<file path="src/rtl/flag_map.svh">
`ifndef FLAG_MAP_SVH
`define FLAG_MAP_SVH

// Window decode: locality in paddr[14:12], register offset in paddr[11:0]
`define FLAG_LOC_MSB        14
`define FLAG_LOC_LSB        12
`define FLAG_OFF_MSB        11

// Register offsets inside each locality window
`define FLAG_OFF_ACCESS     12'h000
`define FLAG_OFF_IRQ_EN     12'h008
`define FLAG_OFF_IRQ_VEC    12'h00C
`define FLAG_OFF_IRQ_STS    12'h010
`define FLAG_OFF_CAP        12'h014
`define FLAG_OFF_STATUS     12'h018
`define FLAG_OFF_FIFO       12'h024
`define FLAG_OFF_HASH_BEGIN 12'h030
`define FLAG_OFF_HASH_DATA  12'h034
`define FLAG_OFF_HASH_END   12'h038
`define FLAG_OFF_CSUM_EN    12'h040
`define FLAG_OFF_CSUM       12'h044
`define FLAG_OFF_EVT_STS    12'h060
`define FLAG_OFF_EVT_MASK   12'h064
`define FLAG_OFF_CONFIG     12'hF00
`define FLAG_CFG_HI_NIB     4'hF

// Locality codes
`define FLAG_LOC_NONE       3'h7
`define FLAG_LOC_HASH       3'h4
`define FLAG_LOC_LAST_STD   3'h3

// Locality access register fields
`define FLAG_ACC_VALID      7
`define FLAG_ACC_ACTIVE     5
`define FLAG_ACC_RELINQ     5
`define FLAG_ACC_REQ        1

// Interface status register fields
`define FLAG_STS_VALID      7
`define FLAG_STS_READY      6
`define FLAG_STS_GO         5
`define FLAG_STS_AVAIL      4
`define FLAG_STS_BUSY       3

// Event status bits (read clears)
`define FLAG_EVT_ABORT      0
`define FLAG_EVT_IGNORED    1
`define FLAG_EVT_HASH_DONE  2

// Interrupt status bits (owner write-1 clears); FLAG_IRQ_GLOBAL is the master enable bit of the enable register
`define FLAG_IRQ_AVAIL      0
`define FLAG_IRQ_LOC_CHG    2
`define FLAG_IRQ_GLOBAL     7

// Read answers and reset values
`define FLAG_RD_BLOCKED     32'h0000_00FF
`define FLAG_RD_ZERO        32'h0000_0000
`define FLAG_CAP_DEFAULT    32'h0000_0000
`define FLAG_RST_BYTE       8'h00
`define FLAG_RST_EVT        3'h0

// Command execution time
`define FLAG_CLK_PERIOD_NS  50
`define FLAG_EXEC_TIME_NS   2000
`define FLAG_EXEC_CYCLES    ((`FLAG_EXEC_TIME_NS + `FLAG_CLK_PERIOD_NS - 1) \
                             / `FLAG_CLK_PERIOD_NS)
`endif

</file>
<file path="src/rtl/flag_pkg.sv">
package flag_pkg;

  typedef logic [2:0] flag_loc_type;

  typedef enum logic [1:0] {
    FLAG_ENG_IDLE = 2'h0,
    FLAG_ENG_EXEC = 2'h1,
    FLAG_ENG_DONE = 2'h3
  } flag_eng_state_type;

  typedef struct packed {
    flag_eng_state_type state;
    logic [15:0]        cnt;
    logic [15:0]        csum;
    logic [7:0]         lastByte;
    logic               dataAvail;
    logic               done;
  } flag_eng_type;

  typedef struct packed {
    flag_loc_type owner;
    logic [3:0]   pending;
    logic [7:0]   irqEnable;
    logic [3:0]   irqVector;
    logic [7:0]   irqStatus;
    logic [7:0]   cfgByte;
    logic         csumEn;
    logic [2:0]   evtStatus;
    logic [2:0]   evtMask;
    logic [31:0]  prdata;
    logic         slverr;
  } flag_gate_type;

endpackage
</file>
<file path="src/rtl/flag_access_gate.sv">
// Local design decisions: the APB interface to the registers and the register addresses.
`timescale 1ns/1ps
`include "flag_map.svh"
module flag_access_gate #(
  parameter int unsigned EXEC_CYCLES = `FLAG_EXEC_CYCLES,
  parameter logic [31:0] CAP_VALUE   = `FLAG_CAP_DEFAULT
) (
  input  wire logic        clk,
  input  wire logic        sys_rst,
  input  wire logic        psel,
  input  wire logic        penable,
  input  wire logic        pwrite,
  input  wire logic [15:0] paddr,
  input  wire logic [31:0] pwdata,
  output logic [31:0]      prdata,
  output logic             pready,
  output logic             pslverr,
  output logic             irq,
  output logic             cmdBusy
);
  flag_pkg::flag_gate_type q;
  flag_pkg::flag_gate_type n;

  flag_pkg::flag_loc_type loc;
  logic [11:0]            off;
  logic                   setup;
  logic                   wr;
  logic                   rd;
  logic                   stdLoc;
  logic                   hashLoc;
  logic                   isOwner;
  logic                   noOwner;
  logic                   inCfg;
  logic [31:0]            rdVal;
  logic                   rdHit;
  logic                   byteWr;
  logic                   goWr;
  logic                   readyWr;
  logic                   abort;
  logic                   engBusy;
  logic                   engAvail;
  logic                   engDone;
  logic [15:0]            engCsum;
  logic [7:0]             engByte;
  logic [7:0]             wb;
  logic                   ignored;
  logic                   granted;

  assign setup   = psel & ~penable;
  assign wr      = psel & penable & pwrite;
  assign rd      = psel & penable & ~pwrite;
  assign loc     = paddr[`FLAG_LOC_MSB:`FLAG_LOC_LSB];
  assign off     = paddr[`FLAG_OFF_MSB:0];
  assign wb      = pwdata[7:0];
  assign stdLoc  = (loc <= `FLAG_LOC_LAST_STD);
  assign hashLoc = (loc == `FLAG_LOC_HASH);
  assign isOwner = (q.owner == loc);
  assign noOwner = (q.owner == `FLAG_LOC_NONE);
  assign inCfg   = (off[11:8] == `FLAG_CFG_HI_NIB);

  // Read mux, evaluated in the setup cycle so prdata is a flop
  always_comb begin
    rdVal = `FLAG_RD_ZERO;
    rdHit = 1'b1;
    if (stdLoc) begin
      if (inCfg) begin
        if (off == `FLAG_OFF_CONFIG) begin
          rdVal = {24'h0, q.cfgByte};
        end
      end else begin
        case (off)
          `FLAG_OFF_ACCESS: begin
            rdVal[`FLAG_ACC_VALID]  = 1'b1;
            rdVal[`FLAG_ACC_ACTIVE] = isOwner;
            rdVal[`FLAG_ACC_REQ]    = q.pending[loc[1:0]];
          end
          `FLAG_OFF_IRQ_EN:   rdVal = {24'h0, q.irqEnable};
          `FLAG_OFF_IRQ_VEC:  rdVal = {28'h0, q.irqVector};
          `FLAG_OFF_IRQ_STS:  rdVal = {24'h0, q.irqStatus};
          `FLAG_OFF_CAP:      rdVal = CAP_VALUE;
          `FLAG_OFF_STATUS: begin
            if (isOwner) begin
              rdVal[`FLAG_STS_VALID] = 1'b1;
              rdVal[`FLAG_STS_READY] = ~engBusy & ~engAvail;
              rdVal[`FLAG_STS_AVAIL] = engAvail;
              rdVal[`FLAG_STS_BUSY]  = engBusy;
            end else begin
              rdVal = `FLAG_RD_BLOCKED;
            end
          end
          `FLAG_OFF_FIFO: begin
            rdVal = isOwner ? {24'h0, engByte} : `FLAG_RD_BLOCKED;
          end
          `FLAG_OFF_CSUM: begin
            rdVal = isOwner ? {16'h0, engCsum} : `FLAG_RD_BLOCKED;
          end
          `FLAG_OFF_CSUM_EN:  rdVal = {31'h0, q.csumEn};
          `FLAG_OFF_EVT_STS:  rdVal = {29'h0, q.evtStatus};
          `FLAG_OFF_EVT_MASK: rdVal = {29'h0, q.evtMask};
          default:            rdHit = 1'b0;
        endcase
      end
    end else if (hashLoc) begin
      case (off)
        `FLAG_OFF_HASH_BEGIN,
        `FLAG_OFF_HASH_DATA,
        `FLAG_OFF_HASH_END: rdVal = `FLAG_RD_BLOCKED;
        default:            rdHit = 1'b0;
      endcase
    end else begin
      rdHit = 1'b0;
    end
  end

  always_comb begin
    n       = q;
    byteWr  = 1'b0;
    goWr    = 1'b0;
    readyWr = 1'b0;
    ignored = 1'b0;
    granted = 1'b0;

    if (setup) begin
      n.prdata = pwrite ? `FLAG_RD_ZERO : rdVal;
      n.slverr = ~rdHit;
    end

    // Only bits that were actually reported are cleared; later sets survive
    if (rd && stdLoc && off == `FLAG_OFF_EVT_STS) begin
      n.evtStatus = q.evtStatus & ~q.prdata[2:0];
    end

    if (wr && stdLoc && rdHit) begin
      if (inCfg) begin
        if (isOwner && off == `FLAG_OFF_CONFIG) begin
          n.cfgByte = wb;
        end else if (!isOwner) begin
          ignored = 1'b1;
        end
      end else begin
        case (off)
          `FLAG_OFF_ACCESS: begin
            if (wb[`FLAG_ACC_REQ] && !isOwner) begin
              n.pending[loc[1:0]] = 1'b1;
            end
            if (wb[`FLAG_ACC_RELINQ]) begin
              if (isOwner) begin
                n.owner = `FLAG_LOC_NONE;
              end
              n.pending[loc[1:0]] = 1'b0;
            end
          end
          `FLAG_OFF_IRQ_EN: begin
            if (isOwner) n.irqEnable = wb;
            else ignored = 1'b1;
          end
          `FLAG_OFF_IRQ_VEC: begin
            if (isOwner) n.irqVector = wb[3:0];
            else ignored = 1'b1;
          end
          `FLAG_OFF_IRQ_STS: begin
            if (isOwner) n.irqStatus = q.irqStatus & ~wb;
            else ignored = 1'b1;
          end
          `FLAG_OFF_STATUS: begin
            if (isOwner) begin
              goWr    = wb[`FLAG_STS_GO];
              readyWr = wb[`FLAG_STS_READY];
            end else begin
              ignored = 1'b1;
            end
          end
          `FLAG_OFF_FIFO: begin
            if (isOwner) byteWr = 1'b1;
            else ignored = 1'b1;
          end
          `FLAG_OFF_CSUM_EN:  n.csumEn = wb[0];
          `FLAG_OFF_EVT_MASK: n.evtMask = wb[2:0];
          default: begin
          end
        endcase
      end
    end

    if (wr && hashLoc) begin
      case (off)
        `FLAG_OFF_HASH_BEGIN: begin
          if (noOwner) begin
            n.owner = `FLAG_LOC_HASH;
            granted = 1'b1;
          end else begin
            ignored = 1'b1;
          end
        end
        `FLAG_OFF_HASH_DATA: begin
          if (isOwner) byteWr = 1'b1;
          else ignored = 1'b1;
        end
        `FLAG_OFF_HASH_END: begin
          if (isOwner) begin
            n.owner = `FLAG_LOC_NONE;
            n.evtStatus[`FLAG_EVT_HASH_DONE] = 1'b1;
          end else begin
            ignored = 1'b1;
          end
        end
        default: begin
        end
      endcase
    end

    // Free interface goes to the highest pending locality
    if (noOwner && !granted) begin
      for (int i = 0; i < 4; i++) begin
        if (q.pending[i]) begin
          n.owner = flag_pkg::flag_loc_type'(i);
        end
      end
      if (n.owner != `FLAG_LOC_NONE) begin
        n.pending[n.owner[1:0]] = 1'b0;
      end
    end

    abort = engBusy && (n.owner != q.owner);

    if (n.owner != q.owner) begin
      n.irqStatus[`FLAG_IRQ_LOC_CHG] = 1'b1;
    end
    if (engDone) begin
      n.irqStatus[`FLAG_IRQ_AVAIL] = 1'b1;
    end
    if (abort) begin
      n.evtStatus[`FLAG_EVT_ABORT] = 1'b1;
    end
    if (ignored) begin
      n.evtStatus[`FLAG_EVT_IGNORED] = 1'b1;
    end
  end

  always_ff @(posedge clk) begin
    if (sys_rst) begin
      q           <= '0;
      q.owner     <= `FLAG_LOC_NONE;
      q.irqEnable <= `FLAG_RST_BYTE;
      q.evtStatus <= `FLAG_RST_EVT;
      q.evtMask   <= `FLAG_RST_EVT;
    end else begin
      q <= n;
    end
  end

  flag_cmd_engine #(
    .EXEC_CYCLES (EXEC_CYCLES)
  ) u_engine (
    .clk       (clk),
    .sys_rst   (sys_rst),
    .byteWr    (byteWr),
    .byteIn    (wb),
    .csumEn    (q.csumEn),
    .go        (goWr),
    .ready     (readyWr),
    .abort     (abort),
    .busy      (engBusy),
    .dataAvail (engAvail),
    .done      (engDone),
    .csum      (engCsum),
    .rspByte   (engByte)
  );

  assign prdata  = q.prdata;
  assign pready  = 1'b1;
  assign pslverr = q.slverr & psel & penable;
  assign cmdBusy = engBusy;
  assign irq     = (|(q.evtStatus & q.evtMask))
                 | (q.irqEnable[`FLAG_IRQ_GLOBAL]
                    & (|(q.irqStatus[6:0] & q.irqEnable[6:0])));
endmodule

</file>
<file path="src/rtl/flag_cmd_engine.sv">
`timescale 1ns/1ps
`include "flag_map.svh"
module flag_cmd_engine #(
  parameter int unsigned EXEC_CYCLES = `FLAG_EXEC_CYCLES
) (
  input  wire logic        clk,
  input  wire logic        sys_rst,
  input  wire logic        byteWr,
  input  wire logic [7:0]  byteIn,
  input  wire logic        csumEn,
  input  wire logic        go,
  input  wire logic        ready,
  input  wire logic        abort,
  output logic             busy,
  output logic             dataAvail,
  output logic             done,
  output logic [15:0]      csum,
  output logic [7:0]       rspByte
);
  flag_pkg::flag_eng_type q;
  flag_pkg::flag_eng_type n;

  always_comb begin
    n      = q;
    n.done = 1'b0;
    case (q.state)
      flag_pkg::FLAG_ENG_IDLE: begin
        if (byteWr) begin
          n.lastByte = byteIn;
          if (csumEn) begin
            n.csum = q.csum + {8'h00, byteIn};
          end
        end
        if (ready) begin
          n.csum = 16'h0000;
        end
        if (go) begin
          n.state = flag_pkg::FLAG_ENG_EXEC;
          n.cnt   = 16'(EXEC_CYCLES - 1);
        end
      end
      flag_pkg::FLAG_ENG_EXEC: begin
        if (q.cnt == 16'h0000) begin
          n.state     = flag_pkg::FLAG_ENG_DONE;
          n.dataAvail = 1'b1;
          n.done      = 1'b1;
        end else begin
          n.cnt = q.cnt - 16'h0001;
        end
      end
      flag_pkg::FLAG_ENG_DONE: begin
        if (ready) begin
          n.state     = flag_pkg::FLAG_ENG_IDLE;
          n.dataAvail = 1'b0;
          n.csum      = 16'h0000;
        end
      end
      default: begin
        n.state = flag_pkg::FLAG_ENG_IDLE;
      end
    endcase
    // Abort beats completion in the same cycle
    if (abort && q.state == flag_pkg::FLAG_ENG_EXEC) begin
      n.state = flag_pkg::FLAG_ENG_IDLE;
      n.done  = 1'b0;
      n.dataAvail = 1'b0;
    end
  end

  always_ff @(posedge clk) begin
    if (sys_rst) begin
      q <= '0;
    end else begin
      q <= n;
    end
  end

  assign busy      = (q.state == flag_pkg::FLAG_ENG_EXEC);
  assign dataAvail = q.dataAvail;
  assign done      = q.done;
  assign csum      = q.csum;
  assign rspByte   = q.lastByte;
endmodule

</file>
<file path="config.mk">
export PLATFORM = sky130hd
export DESIGN_NAME = flag_access_gate
export DESIGN_NICKNAME = d
export VERILOG_FILES = /design/src/rtl/flag_pkg.sv /design/src/rtl/flag_access_gate.sv /design/src/rtl/flag_cmd_engine.sv
export VERILOG_INCLUDE_DIRS = /design/src /design/src/rtl
export SDC_FILE = /design/constraint.sdc
export NUM_CORES = 1
export LEC_CHECK = 0
export ABC_AREA = 1
export BUFFER_PORTS_ARGS = -buffer_cell sky130_fd_sc_hd__buf_2
export CAP_MARGIN = 20
export CELL_PAD_IN_SITES_DETAIL_PLACEMENT = 2
export CELL_PAD_IN_SITES_GLOBAL_PLACEMENT = 2
export CORE_UTILIZATION = 29
export CTS_CLUSTER_DIAMETER = 100
export DETAILED_ROUTE_END_ITERATION = 10
export GPL_TIMING_DRIVEN = 0
export PLACE_DENSITY_LB_ADDON = 0.15
export SYNTH_ARGS = -nofsm -noshare
export SYNTH_HDL_FRONTEND = slang
export SYNTH_SLANG_ARGS = --single-unit
</file>
<file path="constraint.sdc">
create_clock -name clk -period 4.2 [get_ports clk]
set_clock_uncertainty 0.2 [all_clocks]
set_input_delay 0.63 -clock clk [delete_from_list [all_inputs] [get_ports clk]]
set_output_delay 0.63 -clock clk [all_outputs]
set_load 0.02 [all_outputs]
</file>
Word level (Yosys, flattened, before mapping)
Index checks and enable logic that the tools add are counted.
{"block": "classes", "addsub": 2, "multipliers": 0, "n_div": 0, "n_lt_le_gt_ge": 5, "eq_ne": 30, "n_shift": 0, "n_mux": 108, "n_bitwise": 26, "n_reduce_logical": 49}
{"operator": "two-way mux 32 bit", "n": 3}
{"operator": "two-way mux 16 bit", "n": 5}
{"operator": "two-way mux 8 bit", "n": 10}
{"operator": "case mux 16 bit (2 select lines)", "n": 2}
{"operator": "equality test 12 x 6 -> 1 bit (second input constant)", "n": 4}
{"operator": "equality test 12 x 7 -> 1 bit (second input constant)", "n": 4}
{"operator": "two-way mux 1 bit", "n": 45}
{"operator": "equality test 12 x 5 -> 1 bit (second input constant)", "n": 3}
{"operator": "two-way mux 36 bit", "n": 1}
{"operator": "two-way mux 3 bit", "n": 11}
{"operator": "two-way mux 4 bit", "n": 7}
{"operator": "two-way mux 27 bit", "n": 1}
{"operator": "equality test 12 x 4 -> 1 bit (second input constant)", "n": 2}
{"operator": "two-way mux 24 bit", "n": 1}
{"operator": "case mux 3 bit (8 select lines)", "n": 1}
{"operator": "AND reduction 4 bit", "n": 6}
{"operator": "nonzero test 2 bit", "n": 11}
{"operator": "two-way mux 7 bit", "n": 3}
{"operator": "two-way mux 18 bit", "n": 1}
{"operator": "case mux 1 bit (9 select lines)", "n": 2}
{"operator": "AND reduction 3 bit", "n": 6}
{"operator": "adder 16 x 8 -> 16 bit", "n": 1}
{"operator": "logical NOT 16 bit", "n": 1}
{"operator": "case mux 8 bit (2 select lines)", "n": 1}
{"operator": "other kinds (43)", "n": 88}
{"block": "word_totals", "ff_bits": 119, "latchBits": 0, "mem_bits_rw": 0, "romBits": 0, "inputBits": 53, "out_inout_bits": 36, "mem_count": 0}

Longest topological paths before layout
{"block": "logic_depth", "depth_word": 34, "depth_mapped": 18}

By module
From an unflattened synthesis, not the netlist that was laid out.
{"block": "hier_totals", "hier_cells": 986, "area_unflattened_um2": 6618.8}
{"mod": "flag_access_gate", "instances": 1, "cells_each": 539, "area_per_inst_um2": 3748.6, "seq_area_each_um2": 1181.1}
{"mod": "flag_cmd_engine", "instances": 1, "cells_each": 447, "area_per_inst_um2": 2870.3, "seq_area_each_um2": 880.8}

Worst setup path after synthesis
No wires, ideal clock.
{"block": "synth_path", "path_kind": "input port to flip-flop", "from": "input port paddr[14]", "to": "register u_engine.q, in the netlist u_engine.csum[0]", "setup_ns": 0.131, "t_arrival_ns": 2.262, "required_time_ns": 3.869, "slack_ns": 1.606, "path_stages": 12, "path_buffers": 2, "path_cell_list": "buf_2 -> xnor2_1 -> nand3_2 -> nor2_4 -> nand3_4 -> inv_4 -> nand3_4 -> o211ai_2 -> nand2_4 -> buf_2 -> a21oi_1 -> nor3_2"}
{"block": "synth_between", "elab_chain_cells": 10}
{"item": "start, declared", "line_no": "flag_access_gate.sv:13", "rtl": "input wire logic [15:0] paddr,"}
{"item": "equality test 3 bit, on equally long branches"}
{"item": "two-way mux 1 bit, on equally long branches", "line_no": "flag_access_gate.sv:174, flag_access_gate.sv:103"}
{"item": "two-way mux 1 bit, on equally long branches", "line_no": "flag_access_gate.sv:141, flag_access_gate.sv:65"}
{"item": "two-way mux 1 bit or logical AND 1 bit (tied branches)", "line_no": "flag_access_gate.sv:134, flag_access_gate.sv:133"}
{"item": "two-way mux 1 bit", "line_no": "flag_access_gate.sv:133", "rtl": "if (wr && stdLoc && rdHit) begin"}
{"item": "two-way mux 1 bit", "line_no": "flag_access_gate.sv:196", "rtl": "if (isOwner) byteWr = 1'b1;"}
{"item": "two-way mux 1 bit", "line_no": "flag_access_gate.sv:186", "rtl": "case (off)"}
{"item": "two-way mux 1 bit", "line_no": "flag_access_gate.sv:185", "rtl": "if (wr && hashLoc) begin"}
{"item": "inequality test 3 bit (no source line)"}
{"item": "AND reduction 4 bit (no source line)"}
{"item": "end signal, assigned", "line_no": "flag_cmd_engine.sv:74", "rtl": "q <= n;"}
{"item": "end, declared", "line_no": "flag_cmd_engine.sv:20", "rtl": "flag_pkg::flag_eng_type q;"}
Parallel ways exist; a longest one is shown, timed or not.
A chain may end at the register's enable or synchronous reset.

Worst setup path after layout
{"block": "layout_path", "from": "input port paddr[11]", "to": "register u_engine.q[42] (netlist bit)"}
{"block": "layout_between", "elab_chain_cells": 20}
{"item": "equality test 12 x 7 -> 1 bit, or another cell as far along", "line_no": "flag_access_gate.sv:71", "rtl": "case (off)"}
{"item": "OR reduction 11 bit (no source line) or OR reduction 3 bit (tied branches)"}
{"item": "two-way mux 1 bit, on equally long branches", "line_no": "flag_access_gate.sv:71, flag_access_gate.sv:104"}
{"item": "two-way mux 1 bit, on equally long branches", "line_no": "flag_access_gate.sv:66, flag_access_gate.sv:103"}
{"item": "two-way mux 1 bit", "line_no": "flag_access_gate.sv:65", "rtl": "if (stdLoc) begin"}
{"item": "logical AND 1 bit", "line_no": "flag_access_gate.sv:133"}
{"item": "two-way mux 36 bit", "line_no": "flag_access_gate.sv:133"}
{"item": "two-way mux 3 bit, on equally long branches", "line_no": "flag_access_gate.sv:200, flag_access_gate.sv:188"}
{"item": "case mux 3 bit (2 select lines)", "line_no": "flag_access_gate.sv:186"}
{"item": "two-way mux 3 bit", "line_no": "flag_access_gate.sv:185"}
{"item": "two-way mux 3 bit (4 in series)", "line_no": "flag_access_gate.sv:215", "rtl": "if (q.pending[i]) begin"}
{"item": "two-way mux 3 bit", "line_no": "flag_access_gate.sv:213", "rtl": "if (noOwner && !granted) begin"}
{"item": "two-way mux 7 bit", "line_no": "flag_access_gate.sv:213"}
{"item": "inequality test 3 bit", "line_no": "flag_access_gate.sv:224", "rtl": "abort = engBusy && (n.owner != q.owner);"}
{"item": "logical AND 1 bit", "line_no": "flag_access_gate.sv:224"}
{"item": "logical AND 1 bit", "line_no": "flag_cmd_engine.sv:63", "rtl": "if (abort && q.state == flag_pkg::FLAG_ENG_EXEC) begin"}
{"item": "OR reduction 2 bit (no source line)"}
Parallel ways exist; a longest one is shown, timed or not. The select of a mux whose other input is x is not followed.

==> metrics.sh <==
DIE_H_UM=146
END_KIND='register'
DIE_W_UM=146
FLOORPLAN.DIE_AREA_SQ_MM=0.0214
CRITPATHREQUIREDTIME_NS=4.29
SYNTH.MOST_COMMON_CELL='sky130_fd_sc_hd__nand2_1'
SYNTH_TOP_FLOP_CELL='sky130_fd_sc_hd__dfxtp_1'
CPPEAKSTAGEDELAY_NS=0.26
POST-PLACE-CELLS=1224
FINALWEIGHTEDCONGESTION=0.811
POWER.DENSITY_CELL_AREA_mW_PER_MM2=309
FINAL_CRITICAL_DELAY_INCLUDING_SETUP_AND_EXTERNAL_DELAYS_NS=3.15
CORE_AREA_SQ_MM=0.0204
SYNTHCELLS=895
SYNTH-WARNING-COUNT=0
FINALSETUPVIOLATIONS=0
HP-START='q[59]'
PATH_CELLS='buf_2, nor2_2, nand2_4, nor2_2, nand2_1, nand2_1, nor2_1, nand3_2, nand4_1, nand2_1, nand3_1, nand3_1, nand2_1, nand2_1, nand3_1, nand2_1, nand2_1, nor2_1'
R2R_SLACK_NS=1.24
FINAL.SETUP.TNS_NS=0
NUMBER_OF_FLOPS_MAPPED_TO_ENABLE_CELLS_BY_YOSYS=0
CLOCK_SINKS=103
YOSYS.AREA.TOP_TYPE_SHARE=0.341
WORST_REL_SLEW_SLACK=0.387
PLACE_WORST_SETUP_SLACK_NS=0.599
DETAILED_PLACE.AREA_SQ_MM=0.00667
INTERNAL_POWER_mW=1.60
GRT_START_MAX_NET_PINS=17
CTS_ROOT_BUFFER='sky130_fd_sc_hd__clkbuf_16'
CRIT_PATH_MAX_FO=6
HOLD_VIO_CNT_FINAL=0
POST_CTS.RESIZED_INSTANCES=0
YS_TOP_CELLS_BY_AREA='sky130_fd_sc_hd__dfxtp_1 34%, sky130_fd_sc_hd__nand2_1 10%, sky130_fd_sc_hd__inv_1 6.9%, sky130_fd_sc_hd__nor2_1 6.8%, sky130_fd_sc_hd__a21oi_1 6.3%'
POST-ROUTE-DRC-COUNT=0
SYNTH_COMMONEST_CELLS='166 x sky130_fd_sc_hd__nand2_1, 111 x sky130_fd_sc_hd__inv_1, 110 x sky130_fd_sc_hd__nor2_1'
HOLD_DEPTH=2
STARTPOINT_TYPE='input port'
SYN2LAYOUT_AREA_GROWTH_PCT=15.7
POWER.SHARE.COMBINATIONAL=0.095
WHS_NS=0.257
VIAS_PER_CELL=4.97
GRT_SETUP_UNREPAIRED='no'
TIMING_MAX_TRANSITION_VIOLATIONS_FINAL=0
MIN_PATH_TYPE='reg -> reg'
FINAL_LAYOUT_SIZE_SUFFIX_GT1_FRAC=0.139
MAX-VDD-IR-DROP_mV=0.212
DRT_PRE_ANTENNA_ITERS=4
CRIT-REG2REG-CAPTURE='u_engine.csum[8]'
CTS-BUFFERS-INSERTED=9
TIMING.RR.START='q[73]'
CRITPATHKIND='in -> reg'
NETLIST.TOP_CELL.BY_AREA='sky130_fd_sc_hd__dfxtp_1'
FIRST_GLOBAL_VIAS=6507
POSTLAYOUTCELLAREA_SQ_MM=0.00700
N_ANTENNA_CELL=0
SYNTH-SEQ-AREA-SHARE=0.341
FINAL_ANTENNA_NET_COUNT=0
PORT_BUFFERS=44
WIRELENGTH_UM=22500
ACHIEVABLE-FREQUENCY_GHz=0.317
FILLER_CELL_COUNT=2529
WORST_R2R_PATH_DEPTH=11
CLKTRANSATPATHREGS_NS=0.07
MAX-CLOCK-PATH-BUFFERS=2
FIN_TOTAL_PWR_mW=2.16
INITIAL_CORE_UTIL=0.297
POWER_FRAC_SEQ=0.457
GRT_PASS1_WL_UM=35700
H_TREE_DEPTH=3
NETS_FINAL=1028
POST-ROUTE-WORST-SETUP-SLACK_NS=1.05
TOP_LEVEL_PORTS=89
CP_COMMON_CELL='sky130_fd_sc_hd__nand2_1'
DRV.MAX_CAP_VIOLATION_COUNT=0
LAYOUT_WORST_PATH_CYCLE_SHARE=0.751
GROUTE.USAGE.OVERALL=0.217
DP_HPWL_UM=17800
SYNTH_SEQ_CELLS=103
POST_DRT_WL_PER_CELL_UM=18.1
POST-ROUTE-UTIL=0.344
SWITCHINGPOWER_mW=0.564
ANTENNA_VIOLATIONS_BEFORE_REPAIR=0
HOLD_BUFFERS=0
FP-ROW-COUNT=52
POWER.SWITCHING_FRACTION=0.261
LEAKAGE_nW=3.11
HOLD-PATH-ENDPOINT='q[59]'
RUN_STATUS='complete, no violations'
SYNTHESIS.AREA_PER_INSTANCE_SQ_UM=6.76
FFS_W_ASYNC_S_R_SYNTH=0
CP.ARRIVAL_NS=3.24
CTS_POST_SETUP_BUFFERS_INSERTED=0
GR-TOTAL-OVERFLOW=0
CPMAXSTAGEDELAYCELL='sky130_fd_sc_hd__nand4_1'
CLOCK_TREE_FROM_TRITONCTS='done'
DR_TOTAL_VIAS=6163
LAYOUT.CELLS.NON_FILLER=1240
DR.FIRST_ITER.DRC_COUNT=209
NETLIST_AREA_SQ_MM=0.00605
NETLIST-CELL-TYPE-COUNT=57
CLK-INSERTION-DELAY-LATE_NS=0.36
WORST-SLEW-PIN-TRANSITION_NS=0.912
SHARE_CLK_OF_TOTAL_POWER=0.448
==> routing by layer <==
metal	part of all wire	GRT usage
met2	0.50	0.391
met4	0.025	0.0771
met3	0.025	0.0306
met5	0	0
met1	0.45	0.260
==> power groups by stage <==
stage	Clock [mW]	Sequential [mW]	Combinational, mW
2_1_floorplan	0	1.01	0.127
4_1_cts	0.995	0.987	0.207
3_5_place_dp	0	1.01	0.206
6_report	0.969	0.987	0.205
5_1_grt	1.03	0.988	0.227
3_3_place_gp	0	1.01	0.203
==> cell usage in the layout, fill, tap and decap left out, drive strengths merged, types with 3 or more instances in the layout <==
cell type    n
o22ai        5
xnor2        8
clkinv       3
dfxtp      103
nand4       18
clkbuf      28
o221ai       7
a211oi      14
nor4         7
conb        17
nand3       39
xor2         6
a21oi       76
o21ai       76
a31oi        9
or2          3
nor2       118
inv        116
nand2      174
buf         86
nor3        23
o211ai       3
ha           9
==> worst max-delay path by stage <==
stage / start / to / slack, ns / depth (start not counted)
3_5_place_dp: paddr[9] / u_engine.q[42] / 0.60 / 18
3_3_place_gp: paddr[1] / u_engine.done / 0.65 / 18
6_report: paddr[11] / u_engine.q[42] / 1.05 / 18
4_1_cts: paddr[9] / u_engine.q[42] / 0.97 / 18
5_1_grt: paddr[4] / u_engine.q[42] / 0.74 / 18
2_1_floorplan: paddr[14] / u_engine.csum[0] / 1.61 / 12
==> layout make-up <==
class                   instances  area (sq um)  area share
multi-input cells             632          3240       0.463
flip-flops and latches        103          2060       0.295
inverters                     117           447      0.0638
clock buffers                  12           256      0.0366
repair buffers                 44           220      0.0315
well taps                     270           338      0.0483
clock inverters                 4          77.6      0.0111
plain buffers                  58           358      0.0511
==> worst max-delay path, delay by kind of cell <==
| family | cells | cell delay [ns] |
|---|---|---|
| buffers and inverters | 1 | 0.11 |
| AND/OR/NAND/NOR | 17 | 2.49 |
==> registers in the layout (all words and copies together), names as in the netlist <==
register / flops
u_engine.q: 18
u_engine.csum: 16
u_engine.done: 1
u_engine.rspByte: 8
u_engine.dataAvail: 1
q: 43
prdata: 16
==> cell families after synthesis <==
logic type,count (synthesis),share of synthesized area
compound gates,205,0.194
xor+xnor,14,0.0203
fa+ha+maj,10,0.0219
buf+inv,175,0.133
flops,103,0.341
other cells,2,0.00124
simple gates,386,0.289
Note: power is estimated with default switching activity, not from simulation.
